--- src/otp_policy_pkg.sv ---
/*
  Shared constants for the OTP security lock policy block.
  Assumes a single 250 MHz clock and a 32-bit security word in OTP.
*/
package otp_policy_pkg;
  // Security word bit positions
  localparam int unsigned BIT_NO_TAP = 0;
  localparam int unsigned BIT_NO_LINK = 1;
  localparam int unsigned BIT_SEC_BOOT = 5;
  localparam int unsigned BIT_REDUNDANT = 7;
  localparam int unsigned BIT_SECT_LOCK_LO = 8;
  localparam int unsigned BIT_MASTER_LOCK = 12;
  localparam int unsigned BIT_NO_TAP_OTP = 13;
  localparam int unsigned BIT_NO_DEBUG = 14;
  localparam int unsigned USER_LO = 15;
  localparam int unsigned USER_HI = 21;
  localparam int unsigned UID_LO = 22;
  localparam int unsigned UID_HI = 31;
  localparam int unsigned USER_W = USER_HI - USER_LO + 1;
  localparam int unsigned UID_W = UID_HI - UID_LO + 1;
  localparam int unsigned SECTORS = 4;

  // Tile port resource identifiers
  localparam logic [23:0] RES_OTP_DATA = 24'h200100;
  localparam logic [23:0] RES_OTP_CTRL = 24'h100300;
  localparam int unsigned CTRL_W = 16;
  localparam int unsigned CTRL_SEC_ROW = 15;
  localparam int unsigned STAT_VALID = 0;
  localparam int unsigned STAT_REFUSED = 1;

  // OTP geometry and reset values
  localparam int unsigned OTP_AW = 11;
  localparam logic [10:0] SEC_WORD_ADDR = 11'h7ff;
  localparam logic [31:0] WORD_RESET = 32'h0000_0000;
  // Used when the word is not read in time: every protection on except boot from OTP (bit 5)
  localparam logic [31:0] WORD_FAILSAFE = 32'h0000_7f03;

  // Boot deadline after reset release
  localparam int unsigned INIT_TIME_US = 150;
  localparam int unsigned CLK_PERIOD_NS = 4;
  localparam int unsigned INIT_CYCLES = INIT_TIME_US * 1000 / CLK_PERIOD_NS;

  typedef enum logic [1:0] {
    S_LOCK = 2'b00,
    S_READ = 2'b01,
    S_RUN = 2'b11
  } boot_state_e;
endpackage

--- src/otp_policy_if.sv ---
/*
  Carrier for the decoded security word between boot sequencer and policy.
  Assumes both ends share one clock.
*/
interface otp_policy_if;
  logic [31:0] sec_word;
  logic valid;
  logic boot_pulse;
  modport seq (output sec_word, output valid, output boot_pulse);
  modport pol (input sec_word, input valid, input boot_pulse);
endinterface

--- src/otp_boot_seq.sv ---
/*
  Boot sequencer: waits for clock lock, reads the security word, starts boot.
  Assumes the OTP read port answers with a one-cycle valid pulse.
*/
module otp_boot_seq
  import otp_policy_pkg::*;
#(
  parameter int unsigned INIT_LIMIT = INIT_CYCLES
) (
  // Clock and reset
  input wire logic clk_i,
  input wire logic arst_n_i,
  // Clock generator
  input wire logic pll_lock_i,
  // OTP read port
  output logic otp_rd_req_o,
  output logic [OTP_AW-1:0] otp_rd_addr_o,
  input wire logic [31:0] otp_rd_data_i,
  input wire logic otp_rd_valid_i,
  // Decoded policy
  otp_policy_if.seq pol
);
  boot_state_e state;
  logic lock_meta;
  logic lock_sync;
  logic [$clog2(INIT_LIMIT+1)-1:0] init_cnt;
  logic deadline;

  // Lock arrives from another clock source
  always_ff @(posedge clk_i or negedge arst_n_i) begin
    if (!arst_n_i) begin
      lock_meta <= 1'b0;
      lock_sync <= 1'b0;
    end else begin
      lock_meta <= pll_lock_i;
      lock_sync <= lock_meta;
    end
  end

  always_ff @(posedge clk_i or negedge arst_n_i) begin
    if (!arst_n_i) begin
      init_cnt <= '0;
    end else if (state != S_RUN) begin
      init_cnt <= init_cnt + 1'b1;
    end
  end
  assign deadline = (init_cnt >= $bits(init_cnt)'(INIT_LIMIT - 2));

  // wait for lock, read word before boot
  always_ff @(posedge clk_i or negedge arst_n_i) begin
    if (!arst_n_i) begin
      state <= S_LOCK;
      pol.sec_word <= WORD_RESET;
      pol.valid <= 1'b0;
      pol.boot_pulse <= 1'b0;
    end else begin
      pol.boot_pulse <= 1'b0;
      case (state)
        S_LOCK: begin
          if (lock_sync) begin
            state <= S_READ;
          end else if (deadline) begin
            state <= S_RUN;
            pol.sec_word <= WORD_FAILSAFE;
            pol.valid <= 1'b1;
            pol.boot_pulse <= 1'b1;
          end
        end
        S_READ: begin
          if (otp_rd_valid_i || deadline) begin
            state <= S_RUN;
            pol.sec_word <= otp_rd_valid_i ? otp_rd_data_i : WORD_FAILSAFE;
            pol.valid <= 1'b1;
            pol.boot_pulse <= 1'b1;
          end
        end
        S_RUN: begin
          state <= S_RUN;
        end
        default: begin
          state <= S_LOCK;
        end
      endcase
    end
  end

  assign otp_rd_req_o = (state == S_READ);
  assign otp_rd_addr_o = SEC_WORD_ADDR;
endmodule

--- src/otp_security_lock_policy.sv ---
/*
  OTP security lock policy: decodes the security word and gates debug,
  link access, the debug request pin and OTP programming.
  Assumes test-port and switch requests are already on clk_i.
*/
// Function
// - Security bit 0 blocks all test-port access to tile state and memory.
// - Security bit 1 refuses switch requests from other tiles to processor state.
// - Security bit 5 forces execution start at OTP address zero.
// - Security bit 7 enables the spare redundant OTP rows.
// - Bits 8 to 11 lock OTP sectors 0 to 3 against programming.
// - Bit 12 rejects all OTP programming, security word included.
// - Bit 13 blocks test-port OTP reads and writes.
// - Bit 14 makes the device ignore the external debug request pin.
// - Bits 21 to 15 are readable general-purpose user data.
// - Bits 31 to 22 extend the test-port user identity code.
// - OTP reached through data port 0x200100 and 16-bit control port 0x100300.
// - Global reset is active low and asserts asynchronously.
// - After reset, wait for clock lock before booting; without lock by the deadline the sequencer boots anyway with WORD_FAILSAFE.
// - Booting begins within 150 microseconds of reset release.
module otp_security_lock_policy
  import otp_policy_pkg::*;
#(
  parameter int unsigned INIT_LIMIT = INIT_CYCLES,
  parameter logic [31:0] UID_BASE = 32'h0000_0001 // Arbitrary value
) (
  // Clock and reset
  input wire logic clk_i,
  input wire logic arst_n_i,
  // Clock generator and pins
  input wire logic pll_lock_i,
  input wire logic debug_req_pin_i,
  // OTP array
  output logic otp_rd_req_o,
  output logic [OTP_AW-1:0] otp_rd_addr_o,
  input wire logic [31:0] otp_rd_data_i,
  input wire logic otp_rd_valid_i,
  output logic otp_prog_req_o,
  output logic otp_prog_sec_row_o,
  output logic [OTP_AW-1:0] otp_prog_addr_o,
  output logic [31:0] otp_prog_data_o,
  output logic otp_redundancy_en_o,
  // Boot control
  output logic boot_start_o,
  output logic boot_from_otp_o,
  output logic debug_req_o,
  // Test port
  input wire logic tap_tile_req_i,
  output logic tap_tile_grant_o,
  input wire logic tap_otp_rd_i,
  input wire logic tap_otp_wr_i,
  input wire logic tap_otp_sec_row_i,
  input wire logic [OTP_AW-1:0] tap_otp_addr_i,
  input wire logic [31:0] tap_otp_wdata_i,
  output logic tap_otp_rd_grant_o,
  output logic tap_otp_wr_grant_o,
  output logic [31:0] user_identity_code_o,
  // System switch
  input wire logic link_req_i,
  output logic link_grant_o,
  // Tile port access
  input wire logic [23:0] res_id_i,
  input wire logic res_rd_i,
  input wire logic res_wr_i,
  input wire logic [31:0] res_wdata_i,
  output logic res_ack_o,
  output logic [31:0] res_rdata_o,
  output logic [USER_W-1:0] user_data_o
);
  otp_policy_if pif ();
  logic [31:0] word;
  logic valid;
  logic dbg_meta;
  logic dbg_sync;
  logic [CTRL_W-1:0] ctrl;
  logic refused;
  logic data_wr;
  logic ctrl_wr;
  logic hit;
  logic sw_prog_ok;
  logic tap_prog_ok;

  otp_boot_seq #(
    .INIT_LIMIT(INIT_LIMIT)
  ) u_seq (
    .clk_i(clk_i),
    .arst_n_i(arst_n_i),
    .pll_lock_i(pll_lock_i),
    .otp_rd_req_o(otp_rd_req_o),
    .otp_rd_addr_o(otp_rd_addr_o),
    .otp_rd_data_i(otp_rd_data_i),
    .otp_rd_valid_i(otp_rd_valid_i),
    .pol(pif.seq)
  );

  assign word = pif.sec_word;
  assign valid = pif.valid;

  // sector lock, master lock covers the security row too
  function automatic logic prog_locked(input logic [31:0] w, input logic [OTP_AW-1:0] a,
                                       input logic sec_row);
    logic [SECTORS-1:0] locks;
    locks = w[BIT_SECT_LOCK_LO +: SECTORS];
    prog_locked = w[BIT_MASTER_LOCK] | (!sec_row && locks[a[OTP_AW-1 -: 2]]);
  endfunction

  // asynchronous active-low reset
  // Debug pin is asynchronous to clk_i
  always_ff @(posedge clk_i or negedge arst_n_i) begin
    if (!arst_n_i) begin
      dbg_meta <= 1'b0;
      dbg_sync <= 1'b0;
    end else begin
      dbg_meta <= debug_req_pin_i;
      dbg_sync <= dbg_meta;
    end
  end

  always_ff @(posedge clk_i or negedge arst_n_i) begin
    if (!arst_n_i) begin
      debug_req_o <= 1'b0;
    end else begin
      debug_req_o <= dbg_sync & valid & ~word[BIT_NO_DEBUG];
    end
  end

  assign tap_tile_grant_o = tap_tile_req_i & valid & ~word[BIT_NO_TAP];
  assign link_grant_o = link_req_i & valid & ~word[BIT_NO_LINK];
  assign tap_otp_rd_grant_o = tap_otp_rd_i & valid & ~word[BIT_NO_TAP_OTP];
  assign tap_prog_ok = valid & ~word[BIT_NO_TAP_OTP]
                     & ~prog_locked(word, tap_otp_addr_i, tap_otp_sec_row_i);
  assign tap_otp_wr_grant_o = tap_otp_wr_i & tap_prog_ok;

  always_ff @(posedge clk_i or negedge arst_n_i) begin
    if (!arst_n_i) begin
      boot_start_o <= 1'b0;
      boot_from_otp_o <= 1'b0;
      otp_redundancy_en_o <= 1'b0;
    end else begin
      boot_start_o <= pif.boot_pulse;
      boot_from_otp_o <= valid & word[BIT_SEC_BOOT];
      otp_redundancy_en_o <= valid & word[BIT_REDUNDANT];
    end
  end

  always_ff @(posedge clk_i or negedge arst_n_i) begin
    if (!arst_n_i) begin
      user_data_o <= '0;
      user_identity_code_o <= '0;
    end else begin
      user_data_o <= word[USER_HI:USER_LO];
      user_identity_code_o <= {word[UID_HI:UID_LO], UID_BASE[UID_LO-1:0]};
    end
  end

  assign data_wr = res_wr_i && (res_id_i == RES_OTP_DATA);
  assign ctrl_wr = res_wr_i && (res_id_i == RES_OTP_CTRL);
  assign hit = (res_id_i == RES_OTP_DATA) || (res_id_i == RES_OTP_CTRL);
  assign sw_prog_ok = valid & ~prog_locked(word, ctrl[OTP_AW-1:0], ctrl[CTRL_SEC_ROW]);

  // Control port holds target address and row select
  always_ff @(posedge clk_i or negedge arst_n_i) begin
    if (!arst_n_i) begin
      ctrl <= '0;
    end else if (ctrl_wr) begin
      ctrl <= res_wdata_i[CTRL_W-1:0];
    end
  end

  // Refusal is sticky; a new refusal wins over the clearing write
  always_ff @(posedge clk_i or negedge arst_n_i) begin
    if (!arst_n_i) begin
      refused <= 1'b0;
    end else if ((data_wr && !sw_prog_ok) || (tap_otp_wr_i && !tap_prog_ok)) begin
      refused <= 1'b1;
    end else if (ctrl_wr) begin
      refused <= 1'b0;
    end
  end

  // programming issue, software first, test port second
  always_ff @(posedge clk_i or negedge arst_n_i) begin
    if (!arst_n_i) begin
      otp_prog_req_o <= 1'b0;
      otp_prog_sec_row_o <= 1'b0;
      otp_prog_addr_o <= '0;
      otp_prog_data_o <= '0;
    end else begin
      otp_prog_req_o <= (data_wr && sw_prog_ok) || tap_otp_wr_grant_o;
      if (data_wr && sw_prog_ok) begin
        otp_prog_sec_row_o <= ctrl[CTRL_SEC_ROW];
        otp_prog_addr_o <= ctrl[OTP_AW-1:0];
        otp_prog_data_o <= res_wdata_i;
      end else if (tap_otp_wr_grant_o) begin
        otp_prog_sec_row_o <= tap_otp_sec_row_i;
        otp_prog_addr_o <= tap_otp_addr_i;
        otp_prog_data_o <= tap_otp_wdata_i;
      end
    end
  end

  // Reads answer one cycle later; unknown ids read zero
  always_ff @(posedge clk_i or negedge arst_n_i) begin
    if (!arst_n_i) begin
      res_ack_o <= 1'b0;
      res_rdata_o <= '0;
    end else begin
      res_ack_o <= res_rd_i | res_wr_i;
      if (res_rd_i && res_id_i == RES_OTP_DATA) begin
        res_rdata_o <= word;
      end else if (res_rd_i && res_id_i == RES_OTP_CTRL) begin
        res_rdata_o <= {16'h0000, ctrl[CTRL_W-1:2], refused, valid};
      end else if (res_rd_i && !hit) begin
        res_rdata_o <= '0;
      end
    end
  end
endmodule

--- config.mk ---
export PLATFORM = sky130hd
export DESIGN_NAME = otp_security_lock_policy
export DESIGN_NICKNAME = d
export VERILOG_FILES = /design/src/otp_policy_pkg.sv /design/src/otp_policy_if.sv /design/src/otp_boot_seq.sv /design/src/otp_security_lock_policy.sv
export SDC_FILE = /design/constraint.sdc
export NUM_CORES = 1
export LEC_CHECK = 0
export ABC_CLOCK_PERIOD_IN_PS = 2000
export BUFFER_PORTS_ARGS = -buffer_cell sky130_fd_sc_hd__buf_2
export CORE_MARGIN = 1
export CORE_UTILIZATION = 45
export DETAILED_ROUTE_END_ITERATION = 10
export HOLD_SLACK_MARGIN = 0.1
export PLACE_DENSITY = 0.77
export SYNTH_ARGS = -nofsm -noshare
export SYNTH_HDL_FRONTEND = slang
export SYNTH_SLANG_ARGS = --single-unit
--- constraint.sdc ---
create_clock -name clk_i -period 2 [get_ports clk_i]
set_input_delay 0.4 -clock clk_i [delete_from_list [all_inputs] [get_ports clk_i]]
set_output_delay 0.4 -clock clk_i [all_outputs]
set_load 0.02 [all_outputs]
==> flow_metrics.py <==
metrics = {
    "power_and_ir_drop": {
        "p_leak_nw": 5.209,
        "internal_power_mw": 8.750,
        "worst_ir_drop_vdd_mv": 1.025,
        "sw_frac_of_total_pct": 33.92,
        "combinationalPowerShare_pct": 34.5,
        "power_frac_clock_pct": 26.3,
        "p_switching_mw": 4.492,
        "p_seq_share_pct": 39.2,
        "p_per_area_nw_per_um2": 1303,
    },
    "layout": {
        "finalNonFillerCells": 1161,
        "area_growth_pct": 33.53,
        "antenna-diode-count": 0,
        "nFillCells": 1336,
        "fin_nets": 1073,
        "final_layout_size_suffix_gt1_share_pct": 46.97,
        "utilization_pct": 61.52,
    },
    "floorplanning": {
        "die_h_um": 132.1,
        "num_rows": 47,
        "chipWidth_um": 132.1,
        "ios": 280,
        "start_util_pct": 46.07,
        "core_um2": 16520,
        "die-area_um2": 17440,
    },
    "synthesis": {
        "avgSynthCellArea_um2": 11.88,
        "synthCells": 641,
        "synth_flop_cell": "dfrtp_1",
        "synth.distinct_cells": 47,
        "postSynth.asyncResetShare_pct": 100.0,
        "synth_enable_flop_cells": 0,
        "yosys_warnings": 0,
        "yosysSeqAreaShare_pct": 56.86,
        "syn_area_um2": 7614,
        "ys_seq_elements": 173,
    },
    "outcome": {
        "status": "finished, violations left",
        "violations": "negative setup slack",
    },
    "hold_path": {
        "min_from": "otp_rd_data_i[31]",
        "holdCritPathClass": "in -> reg",
        "min_to": "u_seq.pol.sec_word[31]",
        "min_path_cells": 3,
    },
    "timing": {
        "skew_ns": 0.01094,
        "max_freq_mhz": 475.9,
        "hold_viol": 0,
        "whs_ns": 0.1791,
        "setup_slack_ns": -0.1013,
        "rsz0062_at_grt": "yes",
        "final_max_slew_viol_count": 0,
        "setup_violations": 44,
        "period_share_pct": 105.1,
        "period_needed_ns": 2.101,
    },
    "place": {
        "gp_congestion": 0.7680,
        "port_buffers": 247,
        "dp_hpwl_um": 13690,
        "place_inst": 1118,
        "dp_slack_ns": -0.1489,
    },
    "global_routing": {
        "grt_pass1_wl_um": 30150,
        "antenna_found_initial": 0,
        "grt_pass1_vias": 5865,
        "grtUsageTotal_pct": 22.55,
        "overflow": 0,
        "grt_max_degree": 66,
    },
    "critical_path": {
        "worst-setup-path-type": "reg -> reg",
        "critPathLaunchType": "register",
        "critical-path-top-delay-family": "multiplexers",
        "arrival_ns": 2.41,
        "crit_chain": "buf_4, mux4_2, a21oi_2, buf_4, nand3_4, buf_12, mux2_4",
        "critical_path_depth": 7,
        "rr_endpoint": "otp_prog_data_o[17]",
        "worstReg2RegStart": "u_seq.pol.sec_word[11]",
        "worst_r2r_path_depth": 7,
        "cpPeakStageDelay_ns": 0.51,
        "rrSetupSlack_ns": -0.10,
        "slowest_stage": "mux4_2",
        "critPathRequiredTime_ns": 2.31,
        "cp_common_cell": "buf_4",
        "cp-end-kind": "register",
        "crit_fanout": 45,
        "crit_buf_inv": 3,
    },
    "routing": {
        "routed-wl-met2_um": 9651,
        "drcViolationCount": 0,
        "wl_per_cell_um": 16.38,
        "drt-pass1-iter-count": 6,
        "drt-met1-wl_um": 7854,
        "via_per_inst": 5.025,
        "drtIter0Drc": 212,
        "antenna_violating_nets_post_route": 0,
        "wl_met3_um": 982,
        "wirelength_um": 19010,
        "routed.top_layer": "met4",
        "vias": 5834,
    },
    "cts": {
        "cts_root_buf": "clkbuf_16",
        "cts_buffer_depth": 2,
        "clock-sinks": 173,
        "numCtsBuffers": 17,
        "path_clk_slew_ns": 0.07,
        "cts_tree": "yes",
        "htreeDepth": 4,
        "clk-insertion-delay-late_ns": 0.43,
    },
    "job": {
        "cap_viol_max_count": 0,
    },
}
-- synth_stat cells (all sizes together) (2+ instances only) --
| master | n | area, µm² |
|---|---|---|
| a211o | 3 | 26.28 |
| a21o | 2 | 15.01 |
| a21oi | 29 | 145.1 |
| a22oi | 17 | 127.6 |
| and2 | 4 | 25.02 |
| and3b | 4 | 35.03 |
| buf | 43 | 321.6 |
| clkbuf | 20 | 75.07 |
| conb | 2 | 7.510 |
| dfrtp | 173 | 4329 |
| ha | 2 | 25.02 |
| inv | 21 | 78.83 |
| mux2 | 104 | 1272 |
| mux2i | 2 | 20.02 |
| nand2 | 64 | 242.7 |
| nand3 | 22 | 127.6 |
| nand4 | 3 | 18.77 |
| nor2 | 47 | 176.4 |
| nor3 | 3 | 15.01 |
| nor4 | 6 | 67.56 |
| o21ai | 40 | 200.2 |
| xnor2 | 11 | 96.34 |
| xor2 | 4 | 35.03 |
-- tightest hold or removal path, stage by stage --
cell and delay [ns]:
buf_2 0.07, nand2_1 0.03, o21ai_0 0.06
-- flip-flops by register name (all words and copies together) (netlist names), 2 cells and up --
register,cells
user_identity_code_o,11
otp_prog_addr_o,11
otp_prog_data_o,32
u_seq.pol.sec_word,32
u_seq.init_cnt,16
u_seq.state,2
res_rdata_o,32
user_data_o,7
ctrl,16
-- per-stage QoR --
stage          TNS (ns)  cell area, µm²  power (mW)
2_1_floorplan         0            7775       7.953
3_3_place_gp     -3.257            9348       9.467
3_5_place_dp     -4.568            9348       9.635
4_1_cts          -3.607           10130       13.29
5_1_grt          -5.158           10170       13.94
6_report         -3.257           10170       13.24
-- cell usage in the layout (no fill, tap or decap), drive strengths merged, types with 3 or more instances in the layout --
cell / synthesis / routed
nor4: 6 / 6
buf: 43 / 296
nor2: 47 / 47
nand4: 3 / 3
nor3: 3 / 3
a21oi: 29 / 29
nand3: 22 / 22
a211o: 3 / 3
conb: 2 / 33
clkinv: 0 / 4
and2: 4 / 4
o21ai: 40 / 40
nand2: 64 / 64
dlygate4sd3: 0 / 3
xnor2: 11 / 11
inv: 21 / 29
xor2: 4 / 4
mux2: 104 / 104
a22oi: 17 / 17
clkbuf: 20 / 17
bufinv: 0 / 3
dfrtp: 173 / 173
and3b: 4 / 4
-- power by group through the flow --
stage	clock network, mW	registers, mW	logic (mW)
2_1_floorplan	0	5.97	1.98
3_3_place_gp	0	5.22	4.25
3_5_place_dp	0	5.26	4.38
4_1_cts	3.56	5.20	4.53
5_1_grt	3.70	5.32	4.92
6_report	3.48	5.19	4.57
-- worst max-delay path by stage --
| stage | startpoint | end |
|---|---|---|
| 6_report | u_seq.pol.sec_word[11] | otp_prog_data_o[17] |
| 3_5_place_dp | tap_otp_addr_i[10] | otp_prog_addr_o[5] |
| 3_3_place_gp | tap_otp_addr_i[10] | otp_prog_addr_o[5] |
| 2_1_floorplan | tap_otp_addr_i[10] | otp_prog_addr_o[3] |
| 4_1_cts | u_seq.pol.sec_word[11] | otp_prog_data_o[26] |
| 5_1_grt | u_seq.pol.sec_word[10] | tap_otp_wr_grant_o |
-- cell families after synthesis --
| family | Yosys count | share of synthesized area (%) |
|---|---|---|
| xor gates and xnor gates | 15 | 1.725 |
| DFF | 173 | 56.86 |
| AOI/OAI and AO/OA | 97 | 7.379 |
| buffers and inverters | 84 | 6.245 |
| and+or+nand+nor | 161 | 10.09 |
| adders and majority gates | 2 | 0.3286 |
| muxes | 107 | 17.27 |
| other | 2 | 0.09864 |
-- timing repair --
action | 4_1_cts | 5_1_grt
endpoints found under the setup margin | 25 | 55
setup buffers | 5 | 2
resized for setup | 12 | 6
hold endpoints to repair | 42 | 0
cloned | 1 | 0
hold buffers | 3 | 0
pin swaps | 3 | 3
-- cell type report --
type                            instances  area, µm²  share of cell area, %
Clock buffer                           17      425.4                  4.185
Inverter                               21      83.83                 0.8246
Tap cell                              220      275.3                  2.708
Clock inverter                         15      195.2                  1.920
Timing Repair Buffer                  300       1821                  17.91
Multi-Input combinational cell        415       3037                  29.87
Sequential cell                       173       4329                  42.58
-- layer usage --
metal | global-route usage (%) | vias to the layer above
met5 | 0 | -
met4 | 9.819 | 0
met3 | 5.344 | 43
met2 | 38.57 | 223
met1 | 27.17 | 2861
li1 | - | 2707
Power figures use the tool's default switching activity.
